File: src/dct_pkg.sv
// Constants, register map and encodings of the debug data compare and trace unit.
// Assumes a single 10 MHz bus clock and a synchronous active-high reset.
package dct_pkg;

	localparam int ADDR_W = 8;
	localparam int DATA_W = 32;

	// Register indices; byte address is four times the index
	localparam logic [ADDR_W-1:0] IDX_CONTROL = 8'h20;
	localparam logic [ADDR_W-1:0] IDX_MASK = 8'h21;
	localparam logic [ADDR_W-1:0] IDX_STATUS = 8'h22;
	localparam logic [ADDR_W-1:0] IDX_IRQ_MASK = 8'h23;
	localparam logic [ADDR_W-1:0] IDX_TRACE_COUNT = 8'h24;
	localparam logic [ADDR_W-1:0] IDX_TRACE_SEL = 8'h25;
	localparam logic [ADDR_W-1:0] IDX_TRACE_WORD = 8'h26;
	localparam logic [ADDR_W-1:0] IDX_TRACE_INFO = 8'h27;
	localparam logic [ADDR_W-1:0] IDX_DATA_HIGH = 8'h2c;
	localparam logic [ADDR_W-1:0] IDX_DATA_LOW = 8'h2d;

	// Control register fields
	localparam int CTL_VIEW_LSB = 0;
	localparam int CTL_ARM = 2;
	localparam int CTL_TAG = 3;
	localparam int CTL_TRACE_EN = 4;
	localparam int CTL_MODE_LSB = 5;

	// Status and interrupt mask fields
	localparam int ST_MATCH = 0;
	localparam int ST_FULL = 1;
	localparam int ST_W = 2;

	// Reset values
	localparam logic [7:0] CONTROL_RST = 8'h00;
	localparam logic [15:0] MASK_RST = 16'h0000;
	localparam logic [7:0] DATA_HIGH_RST = 8'h00;
	localparam logic [7:0] DATA_LOW_RST = 8'h00;

	// View select value that exposes the data bytes
	localparam logic [1:0] VIEW_DATA = 2'b00;

	// Bus responses
	localparam logic [1:0] RESP_OKAY = 2'b00;
	localparam logic [1:0] RESP_SLVERR = 2'b10;

	typedef enum logic [1:0] {
		DCT_MODE_NORMAL = 2'b00,
		DCT_MODE_LOOP = 2'b01,
		DCT_MODE_DETAIL = 2'b10,
		DCT_MODE_RSVD = 2'b11
	} dct_mode_t;

	typedef enum logic [1:0] {
		DCT_KIND_SOURCE = 2'b00,
		DCT_KIND_DEST = 2'b01,
		DCT_KIND_VECTOR = 2'b10,
		DCT_KIND_ACCESS = 2'b11
	} dct_kind_t;

endpackage

File: src/dct_unit.sv
// Comparator A data match and trace buffer capture, with an AXI4-Lite register slave.
// Assumes CPU bus and flow signals come from logic on the same clock.
//
// Design decision made here: the AXI4-Lite slave port.
`timescale 1ns/100ps
`default_nettype none

module dct_unit #(
	parameter int DEPTH = 64
) (
	input wire logic clk, // Bus clock
	input wire logic rst, // Synchronous reset
	input wire logic [7:0] s_awaddr, // Write address
	input wire logic s_awvalid, // Write address valid
	output logic s_awready, // Write address ready
	input wire logic [31:0] s_wdata, // Write data
	input wire logic [3:0] s_wstrb, // Write strobes
	input wire logic s_wvalid, // Write data valid
	output logic s_wready, // Write data ready
	output logic [1:0] s_bresp, // Write response
	output logic s_bvalid, // Write response valid
	input wire logic s_bready, // Write response ready
	input wire logic [7:0] s_araddr, // Read address
	input wire logic s_arvalid, // Read address valid
	output logic s_arready, // Read address ready
	output logic [31:0] s_rdata, // Read data
	output logic [1:0] s_rresp, // Read response
	output logic s_rvalid, // Read data valid
	input wire logic s_rready, // Read data ready
	input wire logic bus_valid, // CPU access this cycle
	input wire logic [15:0] bus_addr, // CPU access address
	input wire logic [15:0] bus_data, // CPU data bus
	input wire logic [1:0] bus_byte_en, // Address bytes taking part
	input wire logic cof_valid, // Change-of-flow address offered
	input wire logic [1:0] cof_kind, // Source, destination or vector
	input wire logic [15:0] cof_addr, // Change-of-flow address
	output logic match_a, // Comparator A data match
	output logic irq // Interrupt level
);

	localparam int PTR_W = $clog2(DEPTH);
	localparam int CNT_W = $clog2(DEPTH + 1);
	localparam int ENT_W = 36;
	localparam logic [CNT_W-1:0] DEPTH_CNT = CNT_W'(DEPTH);
	localparam int ADDR_IDX_W = 6;

	// Register state
	logic [7:0] control;
	logic [15:0] data_mask;
	logic [7:0] cmp_high;
	logic [7:0] cmp_low;
	logic [dct_pkg::ST_W-1:0] status;
	logic [dct_pkg::ST_W-1:0] irq_mask;
	logic [PTR_W-1:0] trace_sel;

	// Bus slave state
	logic aw_have;
	logic w_have;
	logic [7:0] aw_addr;
	logic [31:0] w_data;
	logic [3:0] w_strb;

	// Trace state
	logic [ENT_W-1:0] trace_mem [DEPTH];
	logic [PTR_W-1:0] wr_ptr;
	logic [CNT_W-1:0] trace_count;
	logic [15:0] last_addr;
	logic last_valid; // Cleared buffer has no entry to repeat

	// Decoded views
	logic [1:0] view;
	logic armed;
	logic tag_sel;
	logic trace_en;
	dct_pkg::dct_mode_t mode;
	logic [15:0] cmp_value;
	logic data_hit;
	logic wr_fire;
	logic wr_ok;
	logic trace_clear;
	logic [ADDR_IDX_W-1:0] wr_idx;
	logic [ADDR_IDX_W-1:0] rd_idx;
	logic data_view;
	logic data_wr_ok;
	logic store;
	logic [ENT_W-1:0] next_entry;
	logic trace_full;
	logic [dct_pkg::ST_W-1:0] events;
	logic [31:0] next_rdata;
	logic [1:0] next_rresp;

	assign view = control[dct_pkg::CTL_VIEW_LSB +: 2];
	assign armed = control[dct_pkg::CTL_ARM];
	assign tag_sel = control[dct_pkg::CTL_TAG];
	assign trace_en = control[dct_pkg::CTL_TRACE_EN];
	assign mode = dct_pkg::dct_mode_t'(control[dct_pkg::CTL_MODE_LSB +: 2]);
	assign data_view = (view == dct_pkg::VIEW_DATA);

	// Comparator A data compare
	assign cmp_value = {cmp_high, cmp_low};
	assign data_hit = bus_valid && !tag_sel
		&& ((bus_data ^ cmp_value) & data_mask) == 16'h0000;

	always_ff @(posedge clk) begin
		if (rst) begin
			match_a <= 1'b0;
		end else begin
			match_a <= data_hit;
		end
	end

	// Write channel handshake
	assign wr_fire = aw_have && w_have && !s_bvalid;
	assign wr_idx = aw_addr[7:2];
	assign rd_idx = s_araddr[7:2];
	assign data_wr_ok = data_view && !armed;
	assign wr_ok = wr_fire && (aw_addr[1:0] == 2'b00) && w_strb[0];
	assign trace_clear = wr_ok && (wr_idx == dct_pkg::IDX_TRACE_COUNT[5:0]);

	always_ff @(posedge clk) begin
		if (rst) begin
			aw_have <= 1'b0;
			s_awready <= 1'b1;
			aw_addr <= 8'h00;
		end else if (s_awvalid && s_awready) begin
			aw_have <= 1'b1;
			s_awready <= 1'b0;
			aw_addr <= s_awaddr;
		end else if (wr_fire) begin
			aw_have <= 1'b0;
			s_awready <= 1'b1;
		end
	end

	always_ff @(posedge clk) begin
		if (rst) begin
			w_have <= 1'b0;
			s_wready <= 1'b1;
			w_data <= 32'h00000000;
			w_strb <= 4'h0;
		end else if (s_wvalid && s_wready) begin
			w_have <= 1'b1;
			s_wready <= 1'b0;
			w_data <= s_wdata;
			w_strb <= s_wstrb;
		end else if (wr_fire) begin
			w_have <= 1'b0;
			s_wready <= 1'b1;
		end
	end

	always_ff @(posedge clk) begin
		if (rst) begin
			s_bvalid <= 1'b0;
			s_bresp <= dct_pkg::RESP_OKAY;
		end else if (wr_fire) begin
			s_bvalid <= 1'b1;
			unique case (wr_idx)
				dct_pkg::IDX_CONTROL[5:0], dct_pkg::IDX_MASK[5:0],
				dct_pkg::IDX_STATUS[5:0], dct_pkg::IDX_IRQ_MASK[5:0],
				dct_pkg::IDX_TRACE_COUNT[5:0], dct_pkg::IDX_TRACE_SEL[5:0],
				dct_pkg::IDX_TRACE_WORD[5:0], dct_pkg::IDX_TRACE_INFO[5:0],
				dct_pkg::IDX_DATA_HIGH[5:0], dct_pkg::IDX_DATA_LOW[5:0]: begin
					s_bresp <= (aw_addr[1:0] == 2'b00) ? dct_pkg::RESP_OKAY
						: dct_pkg::RESP_SLVERR;
				end
				default: begin
					s_bresp <= dct_pkg::RESP_SLVERR;
				end
			endcase
		end else if (s_bvalid && s_bready) begin
			s_bvalid <= 1'b0;
		end
	end

	// Configuration registers
	always_ff @(posedge clk) begin
		if (rst) begin
			control <= dct_pkg::CONTROL_RST;
		end else if (wr_ok && wr_idx == dct_pkg::IDX_CONTROL[5:0]) begin
			control <= w_data[7:0];
		end
	end

	always_ff @(posedge clk) begin
		if (rst) begin
			data_mask <= dct_pkg::MASK_RST;
		end else if (wr_ok && wr_idx == dct_pkg::IDX_MASK[5:0]) begin
			data_mask[7:0] <= w_data[7:0];
			if (w_strb[1]) begin
				data_mask[15:8] <= w_data[15:8];
			end
		end
	end

	always_ff @(posedge clk) begin
		if (rst) begin
			irq_mask <= '0;
		end else if (wr_ok && wr_idx == dct_pkg::IDX_IRQ_MASK[5:0]) begin
			irq_mask <= w_data[dct_pkg::ST_W-1:0];
		end
	end

	always_ff @(posedge clk) begin
		if (rst) begin
			trace_sel <= '0;
		end else if (wr_ok && wr_idx == dct_pkg::IDX_TRACE_SEL[5:0]) begin
			trace_sel <= w_data[PTR_W-1:0];
		end
	end

	// Comparator A data bytes, write-protected by view and arming
	always_ff @(posedge clk) begin
		if (rst) begin
			cmp_high <= dct_pkg::DATA_HIGH_RST;
			cmp_low <= dct_pkg::DATA_LOW_RST;
		end else if (wr_ok && data_wr_ok) begin
			if (wr_idx == dct_pkg::IDX_DATA_HIGH[5:0]) begin
				cmp_high <= w_data[7:0];
			end
			if (wr_idx == dct_pkg::IDX_DATA_LOW[5:0]) begin
				cmp_low <= w_data[7:0];
			end
		end
	end

	// Trace capture
	assign trace_full = (trace_count == DEPTH_CNT);

	always_comb begin
		store = 1'b0;
		next_entry = '0;
		if (trace_en && !trace_full) begin
			unique case (mode)
				dct_pkg::DCT_MODE_NORMAL: begin
					store = cof_valid;
					next_entry = {2'b00, cof_kind, cof_addr, 16'h0000};
				end
				dct_pkg::DCT_MODE_LOOP: begin
					store = cof_valid && !(cof_kind == dct_pkg::DCT_KIND_SOURCE
						&& last_valid && cof_addr == last_addr);
					next_entry = {2'b00, cof_kind, cof_addr, 16'h0000};
				end
				dct_pkg::DCT_MODE_DETAIL: begin
					store = bus_valid;
					next_entry = {bus_byte_en, dct_pkg::DCT_KIND_ACCESS, bus_addr, bus_data};
				end
				dct_pkg::DCT_MODE_RSVD: begin
					store = 1'b0;
				end
			endcase
		end
	end

	always_ff @(posedge clk) begin
		if (store) begin
			trace_mem[wr_ptr] <= next_entry;
		end
	end

	always_ff @(posedge clk) begin
		if (rst) begin
			wr_ptr <= '0;
			trace_count <= '0;
		end else if (trace_clear) begin
			wr_ptr <= '0;
			trace_count <= '0;
		end else if (store) begin
			wr_ptr <= wr_ptr + 1'b1;
			trace_count <= trace_count + 1'b1;
		end
	end

	// Loop filter copy of the last stored address
	always_ff @(posedge clk) begin
		if (rst) begin
			last_addr <= 16'h0000;
			last_valid <= 1'b0;
		end else if (trace_clear) begin
			last_valid <= 1'b0;
		end else if (store) begin
			last_addr <= next_entry[31:16];
			last_valid <= 1'b1;
		end
	end

	// Sticky status, set wins over write-one-to-clear
	assign events = {trace_en && trace_full, data_hit};

	always_ff @(posedge clk) begin
		if (rst) begin
			status <= '0;
		end else if (wr_ok && wr_idx == dct_pkg::IDX_STATUS[5:0]) begin
			status <= (status & ~w_data[dct_pkg::ST_W-1:0]) | events;
		end else begin
			status <= status | events;
		end
	end

	always_ff @(posedge clk) begin
		if (rst) begin
			irq <= 1'b0;
		end else begin
			irq <= |(status & irq_mask);
		end
	end

	// Read decode
	always_comb begin
		next_rdata = 32'h00000000;
		next_rresp = dct_pkg::RESP_OKAY;
		if (s_araddr[1:0] != 2'b00) begin
			next_rresp = dct_pkg::RESP_SLVERR;
		end else begin
			unique case (rd_idx)
				dct_pkg::IDX_CONTROL[5:0]: next_rdata = {24'h000000, control};
				dct_pkg::IDX_MASK[5:0]: next_rdata = {16'h0000, data_mask};
				dct_pkg::IDX_STATUS[5:0]: next_rdata = {30'h00000000, status};
				dct_pkg::IDX_IRQ_MASK[5:0]: next_rdata = {30'h00000000, irq_mask};
				dct_pkg::IDX_TRACE_COUNT[5:0]: next_rdata = 32'(trace_count);
				dct_pkg::IDX_TRACE_SEL[5:0]: next_rdata = 32'(trace_sel);
				dct_pkg::IDX_TRACE_WORD[5:0]: next_rdata = trace_mem[trace_sel][31:0];
				dct_pkg::IDX_TRACE_INFO[5:0]: next_rdata = {28'h0000000, trace_mem[trace_sel][35:32]};
				dct_pkg::IDX_DATA_HIGH[5:0]: next_rdata = {24'h000000, data_view ? cmp_high : 8'h00};
				dct_pkg::IDX_DATA_LOW[5:0]: next_rdata = {24'h000000, data_view ? cmp_low : 8'h00};
				default: next_rresp = dct_pkg::RESP_SLVERR;
			endcase
		end
	end

	always_ff @(posedge clk) begin
		if (rst) begin
			s_arready <= 1'b1;
			s_rvalid <= 1'b0;
			s_rdata <= 32'h00000000;
			s_rresp <= dct_pkg::RESP_OKAY;
		end else if (s_arvalid && s_arready) begin
			s_arready <= 1'b0;
			s_rvalid <= 1'b1;
			s_rdata <= next_rdata;
			s_rresp <= next_rresp;
		end else if (s_rvalid && s_rready) begin
			s_rvalid <= 1'b0;
			s_arready <= 1'b1;
		end
	end

endmodule // dct_unit

`default_nettype wire

File: config.mk
export PLATFORM = sky130hd
export DESIGN_NAME = dct_unit
export DESIGN_NICKNAME = d
export VERILOG_FILES = /design/src/dct_pkg.sv /design/src/dct_unit.sv
export SDC_FILE = /design/constraint.sdc
export NUM_CORES = 2
export LEC_CHECK = 0
export CORE_MARGIN = 5
export CORE_UTILIZATION = 62
export CTS_BUF_LIST = sky130_fd_sc_hd__clkbuf_16
export DETAILED_ROUTE_END_ITERATION = 8
export DONT_BUFFER_PORTS = 1
export PLACE_DENSITY = 0.78
export SLEW_MARGIN = 0
export SYNTH_ARGS = -nofsm -noshare
export SYNTH_HDL_FRONTEND = slang
export SYNTH_SLANG_ARGS = --single-unit
File: constraint.sdc
create_clock -name clk -period 5.9 [get_ports clk]
set_input_delay 0.295 -clock clk [delete_from_list [all_inputs] [get_ports clk]]
set_output_delay 0.295 -clock clk [all_outputs]
set_load 0.01 [all_outputs]
Yosys cells after proc, flatten, opt, wreduce, memory -nomap -nowiden
Memories as Yosys holds them, arrays and structs flattened. A register that Yosys moved wholly into a read port is not among the register bits.
Index checks and enable logic that the tools add are counted.
- bits in registers: 151
- input port bits: 113
- memory bits (read-only): 0
- output and inout port bits: 43
- bits in latches: 0
- bits in writable memories: 2304
- memories: 1
- logic and storage cells: 140
- memory list (memory ; words ; bits a word ; read ports ; clocked after memory_dff ; wr ports ; line ; text):
    trace_mem ; 64 ; 36 ; 1 ; 1 ; 1 ; dct_unit.sv:64 ; logic [ENT_W-1:0] trace_mem [DEPTH];
- $mul: 0
- equal/unequal tests: 25
- add/sub/neg operators: 2
- multiplexer cells: 29
- shifts and indexed selects: 0
- bitwise gates (word level): 8
- $lt $le $gt $ge: 0
- divide/modulo/power cells: 0
- reduce and logical (&&, ||, !) cells: 48
- operators by type and width (cell ; count):
    $pmux W32 S10 ; 1
    $eq A6 B6 Y1 const B ; 20
    $pmux W36 S2 ; 1
    $mux W36 ; 1
    $mux W32 ; 1
    $logic_and A1 B1 Y1 ; 24
    $reduce_or A10 Y1 ; 2
    $and A16 B16 Y16 ; 1
    $eq A16 B16 Y1 ; 1
    $logic_not A16 Y1 ; 1
    $mux W8 ; 2
    $xor A16 B16 Y16 ; 1
    $mux W1 ; 15
    $mux W6 ; 2
    $mux W2 ; 5
    $reduce_bool A2 Y1 ; 5
    $logic_not A2 Y1 ; 4
    $reduce_and A2 Y1 ; 4
    $add A7 B1 Y7 const B ; 1
    $eq A7 B7 Y1 const B ; 1
    $add A6 B1 Y6 const B ; 1
    $reduce_or A2 Y1 ; 3
    $logic_not A1 Y1 ; 5
    $and A2 B2 Y2 ; 2
    6 further kinds ; 8

Logic depth before layout (Yosys ltp)
- depth after elaboration: 9
- gate-level depth with buffers: 11
- mapped depth without buffers: 8

Worst setup path before layout
OpenSTA, ideal clock, no wires.
- path type: reg-to-reg
- start: register trace_count[0]
- end: memory trace_mem[57][0], enable pin
- clock period less this slack: 3.964 ns
- stages on the path, launching flop included: 10
- library setup time: 0.429 ns
- data arrival time: 3.535 ns
- slack: 1.936 ns
- path buffers: 1
- required time: 5.471 ns
- cell sequence: dfxtp_1 -> inv_1 -> ha_1 -> nand2b_1 -> o41ai_1 -> nor2_2 -> o21ai_0 -> or4b_2 -> clkbuf_1 -> nor2_1
- longest elaborated chain between the ends: 6
- RTL lines (item ; line ; text):
    start, declared ; dct_unit.sv:66 ; logic [CNT_W-1:0] trace_count;
    start signal, assigned ; dct_unit.sv:270 ; trace_count <= trace_count + 1'b1;
    $eq A7 B7 Y1 ; dct_unit.sv:228 ; assign trace_full = (trace_count == DEPTH_CNT);
    $logic_not A1 Y1 ; dct_unit.sv:233 ; if (trace_en && !trace_full) begin
    $logic_and A1 B1 Y1 ; dct_unit.sv:233 ;
    $mux W1 ; dct_unit.sv:233 ;
    $mux W1 ; dct_unit.sv:256 ; if (store) begin
    $mux W1 (not written as such) ; dct_unit.sv:257 ; trace_mem[wr_ptr] <= next_entry;
    end, declared ; dct_unit.sv:64 ;
Every way passes these cells.

Worst setup path after layout
- start: register control[6]
- end: memory trace_mem[3][29], enable pin
- longest elaborated chain between the ends: 5
- elaborated cells on any way between the ends: 8
- those cells by class: 3 x eq/ne; 4 x mux; 1 x reduce/logical
- RTL lines (item ; line ; text):
    start, declared ; dct_unit.sv:48 ; logic [7:0] control;
    start signal, assigned ; dct_unit.sv:179 ; control <= dct_pkg::CONTROL_RST;
    start signal, assigned ; dct_unit.sv:181 ; control <= w_data[7:0];
    $eq A2 B2 Y1 (tied with other cells) ; dct_unit.sv:234 ; unique case (mode)
    $pmux W1 S4 * ; dct_unit.sv:234 ;
    $mux W1 * ; dct_unit.sv:233 ;
    $mux W1 * ; dct_unit.sv:256 ;
    $mux W1 (not written as such) * ; dct_unit.sv:257 ;
Mark *: on every way between the ends. The rest lies on a longest branch, timed or not.

==> impl_metrics.tcl <==
set metrics [dict create \
    outcome "completed" \
    die_area_sq_um 160500 \
    final_max_slew_viol_count 0 \
    ir_worst_vdd_mv 0.2866 \
    viasPerCell 7.308 \
    syn_inst 4242 \
    met2WireLength_microns 123900 \
    synth_top_area_frac 0.7314 \
    drt_iter0_drc 8134 \
    synth_compound_gate_area_share 0.01872 \
    ant_nets 0 \
    cts_sinks 2459 \
    drive_above_1_share 0.2852 \
    synth_xor_xnor_area_share 0.003519 \
    fin_skew_ns 0.03919 \
    grt.total_usage 0.3175 \
    cts_made_buffers 224 \
    fin_area_sq_um 106400 \
    drt-met1-wl_microns 84730 \
    min_from "s_araddr[4]" \
    slowest_stage "nor2_4" \
    cp_top_family "simple AND/OR/NAND/NOR gates" \
    synthArstFlopShare 0 \
    clock_latency_ns 0.86 \
    cp-start-kind "register" \
    die_h_microns 400.6 \
    cp_data_arrival_time_ns 5.14 \
    cts_setup_buffers 0 \
    p_per_area_nw_per_um2 317.8 \
    initial_core_util 0.6234 \
    place_congestion 0.8941 \
    row_count 143 \
    nets 4576 \
    finalCritPeriodShare 0.7922 \
    whs_path_depth 5 \
    path_class "reg -> reg" \
    power_w 0.03380 \
    maxUsedRoutingLayer "met5" \
    fmax_mhz 213.9 \
    grt_max_degree 116 \
    hold_viol 0 \
    synth_cell_types 69 \
    wl_per_cell_microns 38.06 \
    endpoint_kind "register" \
    fin_setup_tns_ns 0 \
    synth_edf_count 2304 \
    synth_area_leaders "edfxtp_1 73%, mux4_2 17%, dfxtp_1 3.3%" \
    cts_tree "yes" \
    routed-wl-met3_microns 31110 \
    hold_class "in -> reg" \
    synthToLayoutAreaGrowth_pct 12.44 \
    hold_end "s_rdata[0]" \
    crit_fanout 22 \
    cts_resized 0 \
    yosysSeqAreaShare 0.7642 \
    first_global_vias 49660 \
    ys_ff_latch 2459 \
    ys_warn_count 0 \
    rr_worst_depth 7 \
    cts_buffer_depth 3 \
    r2r-start "control[6]" \
    vias 48890 \
    path_buf_inv 2 \
    drv_cap 0 \
    r2r_end "trace_mem[3][29]" \
    worstMarginPinSlew_ns 1.393 \
    clkSlewWorstSetupHoldPaths_ns 0.06 \
    ioPinCount 156 \
    grt_pass1_wl_microns 363500 \
    syn_area_sq_um 94590 \
    reg2reg_slack_ns 1.23 \
    die_w_microns 400.6 \
    cp.required_ns 6.36 \
    cts_root_buffer "clkbuf_16" \
    synth_largest_area_cell "edfxtp_1" \
    placed_area_sq_um 98190 \
    p_leak_nw 28.98 \
    slew_headroom 0.07118 \
    rsz0062_at_grt "no" \
    critPathMaxStageDelay_ns 0.90 \
    synth_fa_ha_area_frac 0.0003968 \
    antenna_found_initial 10 \
    yosys.area_share.simple 0.02131 \
    avgSynthCellArea_sq_um 22.30 \
    drc 0 \
    htree_levels 4 \
    setup_viol 0 \
    muxShareOfSynthArea 0.1795 \
    fin_crit_ns 4.674 \
    cp_cell_sequence "inv_1 > a22oi_1 > nor2_2 > o21a_1 > nand3b_1 > nor2_4 > buf_4" \
    portBuffers 0 \
    core_sq_um 151700 \
    first_pass_iters 6 \
    synth_flop_cell "edfxtp_1" \
    dpl.hpwl_microns 127900 \
    wl_microns 254600 \
    grt_overflow 0 \
    synth_top_family_by_area "multiplexers" \
]
## layer usage
layer  track usage  up-vias
li1              -    18350
met1        0.4218    25430
met2        0.5073     4296
met3       0.07465      817
met4        0.1527        2
met5             0        -
## through the flow
stage / setup WS, ns / util / std cells / hold slack [ns]
finish: 1.226 / 0.7010 / 6690 / 0.06767
global route: 1.071 / 0.7010 / 6687 / 0.08992
CTS: 1.327 / 0.7010 / 6686 / 0.01188
detailed placement: 1.400 / 0.6472 / 6196 / 0.3764
global placement: 1.483 / 0.6472 / 6196 / 0.3751
floorplan: 1.936 / - / 4243 / 0.4310
## cells in the final DEF (no fill, tap or decap), types with 6 or more instances in the layout
master	Yosys	routed
edfxtp_1	2304	2304
mux4_2	695	695
clkbuf_16	0	229
dfxtp_1	155	150
mux2i_1	130	130
buf_4	20	129
nand2_1	103	103
nor2_1	173	90
nor2_4	0	82
a22oi_1	67	67
dlygate4sd3_1	0	67
a21oi_1	66	65
clkinv_2	0	52
clkinv_1	0	50
inv_1	7	34
xor2_1	33	33
bufinv_16	0	28
buf_12	0	27
nand3_1	19	19
and2_2	0	18
o21ai_0	17	17
a2bb2oi_1	16	16
o21ai_1	16	16
clkinvlp_4	0	16
nand2b_1	12	12
nor3_1	12	12
nor2b_1	11	11
nand3b_1	10	10
o211ai_1	10	10
o22a_1	8	8
and2_1	25	7
a31oi_1	7	7
nor4_1	6	6
nand4_1	6	6
a211oi_1	6	6
nor4b_1	6	6
## synthesized netlist by cell type, types with 5 or more instances
library cell,number
or2_2,5
o21ai_1,16
xnor2_1,5
nor2b_1,11
buf_6,12
o211ai_1,10
a22oi_1,67
nor4b_1,6
nand2_1,103
mux4_2,695
a31oi_1,7
nor2_1,173
buf_2,79
o21ai_0,17
nor3_1,12
and2_1,25
a21oi_1,66
edfxtp_1,2304
clkbuf_1,96
dfxtp_1,155
o22a_1,8
inv_1,7
nor4_1,6
nand2b_1,12
a222oi_1,5
buf_1,26
a2bb2oi_1,16
a2111oi_0,5
mux2i_1,130
a211oi_1,6
buf_4,20
nor3b_1,5
nand3b_1,10
xor2_1,33
nand4_1,6
nand3_1,19
## timing repair
action / 4_1_cts / 5_1_grt
hold buffers: 68 / 0
endpoints found under the hold margin: 191 / 0
setup endpoints to repair: 0 / 0
## cell families after synthesis
| logic type | after synthesis |
|---|---|
| buf+inv | 240 |
| flops | 2459 |
| compound gates | 257 |
| other cells | 1 |
| fa+ha+maj | 3 |
| simple gates | 417 |
| mux | 827 |
| xor+xnor | 38 |
## worst reg2reg max path, stage by stage, from the launching register on
cell and delay, ns:
dfxtp_1 0.34, inv_1 0.57, a22oi_1 0.25, nor2_2 0.33, o21a_1 0.50, nand3b_1 0.79, nor2_4 0.91, buf_4 0.58
## sequential cells by signal (all words and copies together), names as in the netlist, 7 cells and up, named ones only
signal / cells
aw_addr: 8
cmp_high: 8
cmp_low: 8
control: 8
data_mask: 16
last_addr: 16
s_rdata: 32
trace_count: 7
trace_mem: 2304
w_data: 16
## power by group
part / leakage [nW] / internal (W) / switching, W
Combinational: 5.71 / 0.0000597 / 0.0000816
Clock: 3.76 / 0.00829 / 0.00657
Sequential: 19.5 / 0.0188 / 0.0000240
## worst max-delay path by stage
stage,slack [ns],depth (start not counted),endpoint,startpoint
2_1_floorplan,1.94,9,trace_mem[57][0],trace_count[0]
3_3_place_gp,1.48,7,trace_mem[16][29],control[6]
3_5_place_dp,1.40,7,trace_mem[16][22],control[6]
4_1_cts,1.33,7,trace_mem[16][28],control[6]
5_1_grt,1.07,7,trace_mem[40][25],control[6]
6_report,1.23,7,trace_mem[3][29],control[6]
## layout make-up
class / instances / area [sq um]
fill: 8378 / 45360
multi-input combinational: 1544 / 21810
antenna: 4 / 10.01
timing repair buffer: 224 / 2207
clock inverter: 193 / 1734
inverter: 7 / 26.28
clock buffer: 229 / 5731
sequential: 2459 / 72310
tap: 2030 / 2540
(Power assumes the default switching activity.)
